==> src/rtl/acc_params.svh <==
/*
 * Constants for the conversion controller: register offsets, field positions,
 * reset values and timing counts.
 * Assumes a 10 MHz core clock and a 32-bit AXI4-Lite register bus.
 */
// Notes on behaviour
// - every finished result is kept as an 8-bit unsigned value for software
// - control bits 2:0 pick which of eight analog inputs is converted
// - input at or above upper reference gives FFh, no overflow indication
// - input at or below lower reference gives 00h
// - a conversion lasts 64 clocks, the first 31.5 of them sampling; the code samples for 32 clocks
// - result is linear: 255 times input over reference span
// - after power-on, wait about 30 us, then convert continuously
// - end of conversion sets the done flag and stores result, no interrupt
// - any control write aborts, clears done flag and restarts conversion; the code leaves the flag set if a conversion finishes in the same cycle
// - done flag in bit 7 clears on result read or control write only; the code also clears it while the converter is not running
// - bit 5 switches the converter on (1) or off (0)
// - wait low-power state leaves the converter running as normal
// - halt disables converter; after wake-up the settling wait repeats
// - bit 4 always reads zero and ignores writes
// - analog pins stay readable as logic levels
// - result register is read-only, resets to 00h, spans 00h to FFh
// - channel code is binary: 000 is input 0 up to 111 input 7
`ifndef ACC_PARAMS_SVH
`define ACC_PARAMS_SVH

// register byte offsets
`define ACC_OFS_CTRL_STATUS 8'h00
`define ACC_OFS_RESULT 8'h04

// control/status field positions
`define ACC_BIT_DONE 7
`define ACC_BIT_POWER 5
`define ACC_CHAN_MSB 2
`define ACC_CHAN_LSB 0

// reset values
`define ACC_RST_CTRL_STATUS 8'h00
`define ACC_RST_RESULT 8'h00

// bus answers
`define ACC_RESP_OKAY 2'b00
`define ACC_RESP_SLVERR 2'b10

// timing
`define ACC_CLK_PERIOD_NS 100
`define ACC_STAB_TIME_NS 30000
`define ACC_STAB_CYCLES ((`ACC_STAB_TIME_NS + `ACC_CLK_PERIOD_NS - 1) / `ACC_CLK_PERIOD_NS)
`define ACC_SAMPLE_HALF_CYCLES 63
`define ACC_SAMPLE_CYCLES ((`ACC_SAMPLE_HALF_CYCLES + 1) / 2)
`define ACC_CONV_CYCLES 64
`define ACC_BIT_CYCLES ((`ACC_CONV_CYCLES - `ACC_SAMPLE_CYCLES) / 8)

`endif

==> src/rtl/acc_pkg.sv <==
/*
 * Types shared by the conversion controller files.
 * Assumes nothing beyond a SystemVerilog compiler.
 */
package acc_pkg;
    typedef logic [7:0] acc_code_t;
    typedef logic [2:0] acc_chan_t;
    typedef enum logic [1:0] {ACC_OFF, ACC_SETTLE, ACC_RUN} acc_state_e;
endpackage

==> src/rtl/acc_sar_engine.sv <==
/*
 * Successive approximation sequencer: sample phase, then eight trial bits.
 * Assumes an analog comparator on a pin, asynchronous to the core clock.
 */
`timescale 1ns/1ps
`include "acc_params.svh"

module acc_sar_engine (
    // clock and reset
    input wire logic i_clock,
    input wire logic i_rstn,
    // control
    input wire logic i_enable,
    input wire logic i_restart,
    // analog side
    input wire logic i_comp_above,
    output logic o_sample_hold,
    output acc_pkg::acc_code_t o_dac_code,
    // result
    output acc_pkg::acc_code_t o_result,
    output logic o_done
);
    import acc_pkg::*;

    logic [5:0] cnt_r;
    logic comp_meta_r;
    logic comp_r;
    logic [2:0] bit_idx;
    logic decide;
    acc_code_t mask;
    acc_code_t kept;
    acc_code_t dac_r;
    acc_code_t result_r;
    logic done_r;

    ////////////////////////////////////////////////////////////////////////
    // comparator synchroniser, two stages before any use
    always_ff @(posedge i_clock or negedge i_rstn) begin
        if (!i_rstn) begin
            comp_meta_r <= 1'b0;
            comp_r <= 1'b0;
        end else begin
            comp_meta_r <= i_comp_above;
            comp_r <= comp_meta_r;
        end
    end

    // cycle position in the 64-clock frame, restarted on abort
    always_ff @(posedge i_clock or negedge i_rstn) begin
        if (!i_rstn) begin
            cnt_r <= 6'h00;
        end else if (!i_enable || i_restart) begin
            cnt_r <= 6'h00;
        end else begin
            cnt_r <= cnt_r + 6'h01;
        end
    end

    // each bit gets four clocks, covering the two-stage comparator delay
    assign bit_idx = cnt_r[4:2];
    assign decide = i_enable && !i_restart && cnt_r[5] && (cnt_r[1:0] == 2'h3);
    assign mask = 8'h80 >> bit_idx;
    assign kept = comp_r ? dac_r : (dac_r & ~mask);

    ////////////////////////////////////////////////////////////////////////
    // trial code: MSB set at end of sampling, refined bit by bit
    always_ff @(posedge i_clock or negedge i_rstn) begin
        if (!i_rstn) begin
            dac_r <= 8'h00;
        end else if (!i_enable || i_restart) begin
            dac_r <= 8'h00;
        end else if (cnt_r == 6'(`ACC_SAMPLE_CYCLES - 1)) begin
            dac_r <= 8'h80;
        end else if (decide) begin
            dac_r <= (bit_idx == 3'h7) ? 8'h00 : (kept | (mask >> 1));
        end
    end

    // last decision latches the code and pulses done for one cycle
    always_ff @(posedge i_clock or negedge i_rstn) begin
        if (!i_rstn) begin
            result_r <= 8'h00;
            done_r <= 1'b0;
        end else begin
            done_r <= decide && (bit_idx == 3'h7);
            if (decide && (bit_idx == 3'h7)) begin
                result_r <= kept;
            end
        end
    end

    assign o_sample_hold = i_enable && (cnt_r < 6'(`ACC_SAMPLE_CYCLES));
    assign o_dac_code = dac_r;
    assign o_result = result_r;
    assign o_done = done_r;
endmodule

==> src/rtl/acc_conv_ctrl.sv <==
/*
 * Top of the conversion controller: AXI4-Lite register slave, power and
 * settling control, done flag and result register, analog mux select.
 * Assumes low-power requests come from logic on the same clock, and the
 * comparator and pin levels arrive asynchronously.
 */
// Design decisions made here: the AXI4-Lite slave port and the address map.
`timescale 1ns/1ps
`include "acc_params.svh"

module acc_conv_ctrl (
    // clock and reset
    input wire logic i_clock,
    input wire logic i_rstn,
    // axi4-lite write address
    input wire logic i_awvalid,
    output logic o_awready,
    input wire logic [7:0] i_awaddr,
    // axi4-lite write data
    input wire logic i_wvalid,
    output logic o_wready,
    input wire logic [31:0] i_wdata,
    input wire logic [3:0] i_wstrb,
    // axi4-lite write response
    output logic o_bvalid,
    input wire logic i_bready,
    output logic [1:0] o_bresp,
    // axi4-lite read address
    input wire logic i_arvalid,
    output logic o_arready,
    input wire logic [7:0] i_araddr,
    // axi4-lite read data
    output logic o_rvalid,
    input wire logic i_rready,
    output logic [31:0] o_rdata,
    output logic [1:0] o_rresp,
    // low-power state from the power controller
    input wire logic i_halt_mode,
    // analog side
    input wire logic i_comp_above,
    output logic o_converter_power,
    output acc_pkg::acc_chan_t o_input_channel_select,
    output logic o_sample_hold,
    output acc_pkg::acc_code_t o_dac_code,
    // digital view of the analog pins
    input wire logic [7:0] i_ain_pin,
    output logic [7:0] o_ain_level
);
    import acc_pkg::*;

    acc_state_e state_r;
    logic [8:0] settle_cnt_r;
    logic converter_power_on_r;
    acc_chan_t chan_r;
    logic conversion_done_flag_r;
    acc_code_t conversion_result_register_r;
    logic [7:0] pin_meta_r;
    logic [7:0] pin_level_r;

    logic aw_got_r;
    logic w_got_r;
    logic [7:0] awaddr_r;
    logic [31:0] wdata_r;
    logic [3:0] wstrb_r;
    logic bvalid_r;
    logic [1:0] bresp_r;
    logic rvalid_r;
    logic [31:0] rdata_r;
    logic [1:0] rresp_r;

    logic wr_fire;
    logic ctrl_wr;
    logic rd_fire;
    logic rd_result;
    logic power_req;
    logic eng_enable;
    logic eng_done;
    acc_code_t eng_result;
    logic [7:0] ctrl_view;

    ////////////////////////////////////////////////////////////////////////
    // write channel capture; address and data may come in either order
    assign o_awready = !aw_got_r && !bvalid_r;
    assign o_wready = !w_got_r && !bvalid_r;
    assign wr_fire = aw_got_r && w_got_r;
    assign ctrl_wr = wr_fire && (awaddr_r == `ACC_OFS_CTRL_STATUS) && wstrb_r[0];

    always_ff @(posedge i_clock or negedge i_rstn) begin
        if (!i_rstn) begin
            aw_got_r <= 1'b0;
            awaddr_r <= 8'h00;
        end else if (i_awvalid && o_awready) begin
            aw_got_r <= 1'b1;
            awaddr_r <= i_awaddr;
        end else if (wr_fire) begin
            aw_got_r <= 1'b0;
        end
    end

    always_ff @(posedge i_clock or negedge i_rstn) begin
        if (!i_rstn) begin
            w_got_r <= 1'b0;
            wdata_r <= 32'h0000_0000;
            wstrb_r <= 4'h0;
        end else if (i_wvalid && o_wready) begin
            w_got_r <= 1'b1;
            wdata_r <= i_wdata;
            wstrb_r <= i_wstrb;
        end else if (wr_fire) begin
            w_got_r <= 1'b0;
        end
    end

    // response; the result register is read-only, so writes to it fail
    always_ff @(posedge i_clock or negedge i_rstn) begin
        if (!i_rstn) begin
            bvalid_r <= 1'b0;
            bresp_r <= `ACC_RESP_OKAY;
        end else if (wr_fire) begin
            bvalid_r <= 1'b1;
            bresp_r <= (awaddr_r == `ACC_OFS_CTRL_STATUS) ? `ACC_RESP_OKAY : `ACC_RESP_SLVERR;
        end else if (i_bready) begin
            bvalid_r <= 1'b0;
        end
    end

    ////////////////////////////////////////////////////////////////////////
    // read channel; data sampled at the address handshake
    assign o_arready = !rvalid_r;
    assign rd_fire = i_arvalid && o_arready;
    assign rd_result = rd_fire && (i_araddr == `ACC_OFS_RESULT);

    // bits 6, 4 and 3 are not stored and always read zero
    always_comb begin
        ctrl_view = 8'h00;
        ctrl_view[`ACC_BIT_DONE] = conversion_done_flag_r;
        ctrl_view[`ACC_BIT_POWER] = converter_power_on_r;
        ctrl_view[`ACC_CHAN_MSB:`ACC_CHAN_LSB] = chan_r;
    end

    always_ff @(posedge i_clock or negedge i_rstn) begin
        if (!i_rstn) begin
            rvalid_r <= 1'b0;
            rdata_r <= 32'h0000_0000;
            rresp_r <= `ACC_RESP_OKAY;
        end else if (rd_fire) begin
            rvalid_r <= 1'b1;
            if (i_araddr == `ACC_OFS_CTRL_STATUS) begin
                rdata_r <= {24'h00_0000, ctrl_view};
                rresp_r <= `ACC_RESP_OKAY;
            end else if (i_araddr == `ACC_OFS_RESULT) begin
                rdata_r <= {24'h00_0000, conversion_result_register_r};
                rresp_r <= `ACC_RESP_OKAY;
            end else begin
                rdata_r <= 32'h0000_0000;
                rresp_r <= `ACC_RESP_SLVERR;
            end
        end else if (i_rready) begin
            rvalid_r <= 1'b0;
        end
    end

    ////////////////////////////////////////////////////////////////////////
    // software-written fields: power bit and channel code
    always_ff @(posedge i_clock or negedge i_rstn) begin
        if (!i_rstn) begin
            converter_power_on_r <= 1'((`ACC_RST_CTRL_STATUS >> `ACC_BIT_POWER) & 8'h01);
            chan_r <= 3'h0;
        end else if (ctrl_wr) begin
            converter_power_on_r <= wdata_r[`ACC_BIT_POWER];
            chan_r <= wdata_r[`ACC_CHAN_MSB:`ACC_CHAN_LSB];
        end
    end

    ////////////////////////////////////////////////////////////////////////
    // power sequencing; wait mode has no input here since it changes nothing
    assign power_req = converter_power_on_r && !i_halt_mode;

    always_ff @(posedge i_clock or negedge i_rstn) begin
        if (!i_rstn) begin
            state_r <= ACC_OFF;
            settle_cnt_r <= 9'h000;
        end else begin
            case (state_r)
                ACC_OFF: begin
                    settle_cnt_r <= 9'h000;
                    if (power_req) begin
                        state_r <= ACC_SETTLE;
                    end
                end
                ACC_SETTLE: begin
                    if (!power_req) begin
                        state_r <= ACC_OFF;
                    end else if (settle_cnt_r == 9'(`ACC_STAB_CYCLES - 1)) begin
                        state_r <= ACC_RUN;
                    end else begin
                        settle_cnt_r <= settle_cnt_r + 9'h001;
                    end
                end
                ACC_RUN: begin
                    if (!power_req) begin
                        state_r <= ACC_OFF;
                    end
                end
                default: begin
                    state_r <= ACC_OFF;
                end
            endcase
        end
    end

    assign eng_enable = (state_r == ACC_RUN);

    ////////////////////////////////////////////////////////////////////////
    // done flag: a finishing conversion beats a control-write or result-read clear in the same cycle
    always_ff @(posedge i_clock or negedge i_rstn) begin
        if (!i_rstn) begin
            conversion_done_flag_r <= 1'b0;
        end else if (!eng_enable) begin
            conversion_done_flag_r <= 1'b0;
        end else if (eng_done) begin
            conversion_done_flag_r <= 1'b1;
        end else if (ctrl_wr || rd_result) begin
            conversion_done_flag_r <= 1'b0;
        end
    end

    // result register follows every finished conversion
    always_ff @(posedge i_clock or negedge i_rstn) begin
        if (!i_rstn) begin
            conversion_result_register_r <= `ACC_RST_RESULT;
        end else if (eng_done) begin
            conversion_result_register_r <= eng_result;
        end
    end

    ////////////////////////////////////////////////////////////////////////
    // analog pins stay readable; two stages since they are asynchronous
    always_ff @(posedge i_clock or negedge i_rstn) begin
        if (!i_rstn) begin
            pin_meta_r <= 8'h00;
            pin_level_r <= 8'h00;
        end else begin
            pin_meta_r <= i_ain_pin;
            pin_level_r <= pin_meta_r;
        end
    end

    ////////////////////////////////////////////////////////////////////////
    // sequencer; a control write restarts it from the sample phase
    acc_sar_engine u_sar (
        .i_clock(i_clock),
        .i_rstn(i_rstn),
        .i_enable(eng_enable),
        .i_restart(ctrl_wr),
        .i_comp_above(i_comp_above),
        .o_sample_hold(o_sample_hold),
        .o_dac_code(o_dac_code),
        .o_result(eng_result),
        .o_done(eng_done)
    );

    assign o_converter_power = power_req;
    assign o_input_channel_select = chan_r;
    assign o_ain_level = pin_level_r;
    assign o_bvalid = bvalid_r;
    assign o_bresp = bresp_r;
    assign o_rvalid = rvalid_r;
    assign o_rdata = rdata_r;
    assign o_rresp = rresp_r;
endmodule

==> config.mk <==
export PLATFORM = sky130hd
export DESIGN_NAME = acc_conv_ctrl
export DESIGN_NICKNAME = d
export VERILOG_FILES = /design/src/rtl/acc_pkg.sv /design/src/rtl/acc_sar_engine.sv /design/src/rtl/acc_conv_ctrl.sv
export VERILOG_INCLUDE_DIRS = /design/src /design/src/rtl
export SDC_FILE = /design/constraint.sdc
export NUM_CORES = 1
export LEC_CHECK = 0
export ABC_CLOCK_PERIOD_IN_PS = 2200
export BUFFER_PORTS_ARGS = -buffer_cell sky130_fd_sc_hd__buf_4
export CAP_MARGIN = 10
export CORE_MARGIN = 10
export CORE_UTILIZATION = 25
export DETAILED_ROUTE_END_ITERATION = 10
export PLACE_DENSITY = 0.43
export SLEW_MARGIN = 20
export SYNTH_ARGS = -nofsm -noshare
export SYNTH_HDL_FRONTEND = slang
export SYNTH_HIERARCHICAL = 1
export SYNTH_SLANG_ARGS = --single-unit
export TNS_END_PERCENT = 100
==> constraint.sdc <==
create_clock -name i_clock -period 2.2 [get_ports i_clock]
set_input_delay 0.33 -clock i_clock [delete_from_list [all_inputs] [get_ports i_clock]]
set_output_delay 0.33 -clock i_clock [all_outputs]
set_load 0.01 [all_outputs]
# --- After elaboration in Yosys (flattened, before gate mapping) ---
# Index checks and enable logic that the tools add are counted.
op_classes:
  n_addsub: 2
  mul: 0
  n_div: 0
  n_lt_le_gt_ge: 1
  eq_ne: 13
  shift: 1
  n_mux: 29
  n_bitwise: 3
  n_reduce_logical: 35
op_table:
  columns: ["op", "n"]
  rows:
  - ["$mux W8", 7]
  - ["$mux W9", 2]
  - ["$pmux W9 S2", 1]
  - ["$logic_not A8 Y1", 2]
  - ["$logic_and A1 B1 Y1", 15]
  - ["$mux W2", 7]
  - ["$mux W1", 10]
  - ["$reduce_bool A2 Y1", 5]
  - ["$add A9 B1 Y9 const B", 1]
  - ["$eq A9 B9 Y1 const B", 1]
  - ["$and A8 B8 Y8", 1]
  - ["$eq A8 B3 Y1 const B", 1]
  - ["$ne A2 B2 Y1 const B", 4]
  - ["$not A8 Y8", 1]
  - ["$or A8 B7 Y8", 1]
  - ["$shr A8 B3 Y8 const A", 1]
  - ["$logic_not A1 Y1", 7]
  - ["$add A6 B1 Y6 const B", 1]
  - ["$eq A6 B5 Y1 const B", 1]
  - ["$lt A6 B6 Y1 const B", 1]
  - ["$mux W6", 1]
  - ["$ne A3 B3 Y1 const B", 2]
  - ["$pmux W2 S3", 1]
  - ["$reduce_and A3 Y1", 2]
  - ["other kinds (6)", 8]
word_totals:
  register_bits: 120
  latchBits: 0
  mem_bits_rw: 0
  romBits: 0
  input_bits: 69
  out_inout_bits: 62
  wordCells: 108
  n_memories: 0

# --- Longest topological paths before layout ---
logic_depth:
  depth_word: 10
  mapped_depth: 7
  mapped_depth_nobuf: 6

# --- Cells and area by module ---
# Netlist, hierarchy kept.
by_module_without_submodules:
  columns: ["mod", "n_inst", "cells_per_inst", "area_each_um2", "seq_area_each_um2"]
  rows:
  - ["acc_conv_ctrl", 1, 233, 2851.5, 1676.6]
  - ["acc_sar_engine", 1, 114, 1228.7, 625.6]

# --- Worst setup path before layout ---
# No wires, ideal clock.
synth_timing:
  path_type: "register -> register"
  from: "register awaddr_r[0]"
  to: "register u_sar.dac_r[1] (netlist: u_sar/o_dac_code[1])"
  setup_ns: 0.122
  t_arrival_ns: 1.822
  required_ns: 2.078
  slack_ns: 0.257
  stages_incl_launch_ff: 8
  path_buffers: 1
  period_less_slack_ns: 1.943
  path_cell_list: "dfrtp_1 > nor4_1 > nand4_1 > inv_1 > nand2b_1 > clkbuf_1 > nor4_1 > a32o_1"
synth_via:
  elab_chain_cells: 8
  word_cells_on_any_way: 10
  cone_classes: "mux: 1; reduce/logical: 9"
synth_lines:
  columns: ["element", "line", "source"]
  rows:
  - ["start: declaration", "acc_conv_ctrl.sv:62", "logic [7:0] awaddr_r;"]
  - ["start signal: assignment", "acc_conv_ctrl.sv:94", "awaddr_r <= i_awaddr;"]
  - ["$logic_not A8 Y1 (no line) *", null, null]
  - ["$logic_and A1 B1 Y1 * (2 in series)", "acc_conv_ctrl.sv:86", "assign ctrl_wr = wr_fire && (awaddr_r == `ACC_OFS_CTRL_STATUS) && wstrb_r[0];"]
  - ["via ctrl_wr", "acc_conv_ctrl.sv:72", "logic ctrl_wr;"]
  - ["$logic_not A1 Y1", "acc_sar_engine.sv:61", "assign decide = i_enable && !i_restart && cnt_r[5] && (cnt_r[1:0] == 2'h3);"]
  - ["$logic_and A1 B1 Y1 (3 in series)", "acc_sar_engine.sv:61", null]
  - ["$reduce_bool A3 Y1 (no line)", null, null]
  - ["end signal: assignment", "acc_sar_engine.sv:75", "dac_r <= (bit_idx == 3'h7) ? 8'h00 : (kept | (mask >> 1));"]
  - ["end: declaration", "acc_sar_engine.sv:32", "acc_code_t dac_r;"]
# Mark *: on every way through the listed nets, which the timed path passes. The rest lies on a longest branch.
# A chain may end at the register's enable or synchronous reset.

# --- Worst setup path in the final report ---
layout_timing:
  from: "register aw_got_r"
  to: "register u_sar.result_r[6] (netlist: u_sar/o_result[6])"
layout_via:
  elab_chain_cells: 8
layout_lines:
  columns: ["element", "line", "source"]
  rows:
  - ["start: declaration", "acc_conv_ctrl.sv:60", "logic aw_got_r;"]
  - ["start signal: assignment", "acc_conv_ctrl.sv:90", "aw_got_r <= 1'b0;"]
  - ["start signal: assignment", "acc_conv_ctrl.sv:93", "aw_got_r <= 1'b1;"]
  - ["start signal: assignment", "acc_conv_ctrl.sv:96", "aw_got_r <= 1'b0;"]
  - ["$logic_and A1 B1 Y1", "acc_conv_ctrl.sv:85", "assign wr_fire = aw_got_r && w_got_r;"]
  - ["$logic_and A1 B1 Y1 (2 in series)", "acc_conv_ctrl.sv:86", null]
  - ["via ctrl_wr", "acc_conv_ctrl.sv:72", null]
  - ["$logic_not A1 Y1", "acc_sar_engine.sv:61", null]
  - ["$logic_and A1 B1 Y1 (3 in series)", "acc_sar_engine.sv:61", null]
  - ["$logic_and A1 B1 Y1", "acc_sar_engine.sv:86", "if (decide && (bit_idx == 3'h7)) begin"]
  - ["end signal: assignment", "acc_sar_engine.sv:87", "result_r <= kept;"]
  - ["end: declaration", "acc_sar_engine.sv:33", "acc_code_t result_r;"]
# The timed path passes the listed nets, and every way through them passes these cells.

==> impl_metrics.py <==
metrics = {
    "final_layout": {
        "mostFrequentLayoutCells": "92 x dfrtp_1, 86 x buf_4, 29 x mux2_2",
        "final_cells": 648,
        "drive_above_1_share_pct": 32.87,
        "fin_nets": 500,
        "syn2layout_area_growth_pct": 26.68,
        "fillCellCount": 1628,
        "diodes": 0,
        "final_common_cell": "dfrtp_1",
    },
    "critical_path": {
        "timing.rr.start": "aw_got_r",
        "r2r_end": "u_sar/o_result[6]",
        "cp-start-kind": "flip-flop",
        "crit_required_ps": 2430,
        "cp_max_fo": 8,
        "crit_type": "reg -> reg",
        "r2r_slack_ps": 210,
        "crit_start": "aw_got_r",
        "cp.arrival_ps": 2210,
        "rr_worst_depth": 6,
        "critPathCapture": "u_sar/o_result[6]",
        "cp-end-kind": "flip-flop",
    },
    "grt": {
        "grt_usage_pct": 9.024,
        "grt_pass1_vias": 2955,
        "grt_overflow": 0,
        "grt_pass1_wl_um": 15810,
        "grt_max_degree": 65,
        "antenna_found_initial": 0,
    },
    "logic_synthesis": {
        "ys_ff_latch": 92,
        "synth_warnings": 6,
        "synthArstFlopShare_pct": 100.0,
        "syn_inst": 347,
        "synth_area_mm2": 0.004080,
        "synth_flop_cell": "dfrtp_1",
        "synth_cell_types": 60,
        "synth_edf_count": 0,
        "avgSynthCellArea_um2": 11.76,
        "yosysSeqAreaShare_pct": 56.42,
    },
    "clocking": {
        "cts_buffer_depth": 2,
        "cts_root_buffer": "clkbuf_16",
        "cts_tree": "built",
        "htreeDepth": 3,
        "clk_pin_slew_ps": 60,
        "clock_latency_ps": 340,
        "cts_buffers": 9,
        "clock-sinks": 92,
    },
    "detailed_routing": {
        "ant_nets": 0,
        "drc_errors": 0,
        "vias": 2814,
        "wl_per_cell_um": 14.98,
        "drtIter0Drc": 165,
        "drt_pre_antenna_iters": 4,
        "routed_via_density": 4.343,
        "drt_wl_total_um": 9705,
    },
    "floorplanning": {
        "core_area_mm2": 0.01594,
        "die_y_um": 147.8,
        "initial_core_util_pct": 25.59,
        "io_pins": 131,
        "rows": 46,
        "dieArea_mm2": 0.02183,
        "die_x_um": 147.8,
    },
    "power": {
        "power.density_mw_per_mm2": 805.1,
        "peakVddDrop_v": 0.0003552,
        "leakage_nw": 2.415,
    },
    "run_status": {
        "outcome": "finished clean",
    },
    "flow_run": {
        "cap_violations": 0,
    },
    "sta": {
        "fin_crit_sh_pct": 90.36,
        "fmax_ghz": 0.5030,
        "hold-worst-slack_ps": 92.36,
        "finalClockSkew_ps": 8.148,
        "slew_viol_final": 0,
        "rsz0062_at_grt": "false",
        "setup_viol": 0,
        "min_period_ps": 1988,
        "hold_viol_final": 0,
        "tns_ps": 0,
    },
    "placement": {
        "place_hpwl_um": 7176,
        "place_congestion": 0.7599,
        "io_buffers": 73,
        "placedCellCount": 633,
    },
    "hold_path": {
        "hold_class": "in -> reg",
    },
}
[flip-flops by register name, summed over array words and instances (netlist names), 2 cells and up]
name / count
o_input_channel_select: 3
awaddr_r: 8
o_rdata: 8
conversion_result_register_r: 8
state_r: 2
wdata_r: 4
o_ain_level: 8
pin_meta_r: 8
u_sar/o_result: 8
settle_cnt_r: 9
u_sar/cnt_r: 6
u_sar/o_dac_code: 8
[area by class of cell]
cell class	instances	area [um2]	area share (%)
clock inverter	2	60.06	1.162
multi-input combinational	219	1543	29.85
timing repair buffer	88	675.6	13.07
inverter	19	71.32	1.380
clock buffer	12	246.5	4.769
sequential	92	2302	44.54
tap	216	270.3	5.229
[repair_timing]
item | CTS | global route
hold buffers | 1 | 0
setup buffers | 0 | 0
resized for setup | 0 | 2
setup endpoints to repair | 0 | 12
hold endpoints to repair | 28 | 0
[critical path: stages, from the launching register on]
cell and delay [ps]:
dfrtp_1 400, and2_1 190, nand4_1 150, inv_1 60
nand2b_2 260, nor3_4 420, mux2_2 380
[worst min-delay path by stage]
stage                             from            end  slack [ps]  cells after the start
after global placement          i_rstn  pin_meta_r[0]         280                      1
after global routing      i_ain_pin[1]  pin_meta_r[1]          80                      1
final                     i_ain_pin[7]  pin_meta_r[7]          90                      1
after floorplan                 i_rstn       aw_got_r          30                      0
after detailed placement        i_rstn  pin_meta_r[0]         280                      1
after CTS                 i_ain_pin[7]  pin_meta_r[7]          80                      1
[per-stage QoR]
| step | util, % | worst slack (ps) | instance area [um2] | total power [W] |
|---|---|---|---|---|
| global route | 32.42 | 36.83 | 5169 | 0.004372 |
| CTS | 32.37 | 88.03 | 5160 | 0.004239 |
| global placement | 30.38 | 74.06 | 4843 | 0.002542 |
| floorplan | - | 256.7 | 4174 | 0.002336 |
| finish | 32.42 | 212.1 | 5169 | 0.004161 |
| detailed placement | 30.38 | 98.30 | 4843 | 0.002563 |
[power by group]
part           internal (W)  switching [W]  total [W]
registers           0.00187       0.000111    0.00198
logic              0.000299       0.000244   0.000543
clock network       0.00102       0.000620    0.00164
[cell families (layout without fill, tap and decap cells)]
group,after synthesis,count (layout),synth area share [%]
buffers and inverters,61,121,8.280
flip-flops,92,92,56.42
multiplexers,33,33,9.016
other,1,26,0.09191
AND/OR/NAND/NOR,94,94,13.95
AO/OA/AOI/OAI,61,61,10.98
adder cells (fa/ha/maj),2,2,0.6132
XOR/XNOR,3,3,0.6441
[metal layers]
metal	share of wire (%)	GRT usage [%]	wire length (um)
met2	45	13.62	4334
met1	44	10.95	4314
met3	9.1	3.510	884
met5	0	0	0
met4	1.8	4.609	172
[Yosys cell counts, drive strengths merged (2+ instances only)]
master | count | area share [%]
and3 | 3 | 0.46
dfrtp | 92 | 56
nand4 | 5 | 0.77
nand2 | 18 | 1.7
ha | 2 | 0.61
clkbuf | 9 | 0.89
nand4b | 2 | 0.43
o31ai | 2 | 0.37
mux2 | 30 | 8.3
a32o | 7 | 1.7
and2 | 5 | 0.77
a21oi | 8 | 0.98
nor3 | 3 | 0.64
nor3b | 2 | 0.37
o211ai | 2 | 0.37
nand3 | 10 | 1.3
mux2i | 3 | 0.74
nor4b | 2 | 0.43
nand3b | 2 | 0.37
nor4 | 4 | 0.61
o22ai | 3 | 0.61
nand2b | 8 | 1.2
xor2 | 2 | 0.43
a21o | 8 | 1.5
buf | 33 | 5.6
o31a | 2 | 0.43
o21ai | 14 | 1.8
or4b | 6 | 1.6
inv | 19 | 1.7
nor2b | 2 | 0.31
a22o | 8 | 1.7
nor2 | 15 | 1.4
(Power assumes the default switching activity.)
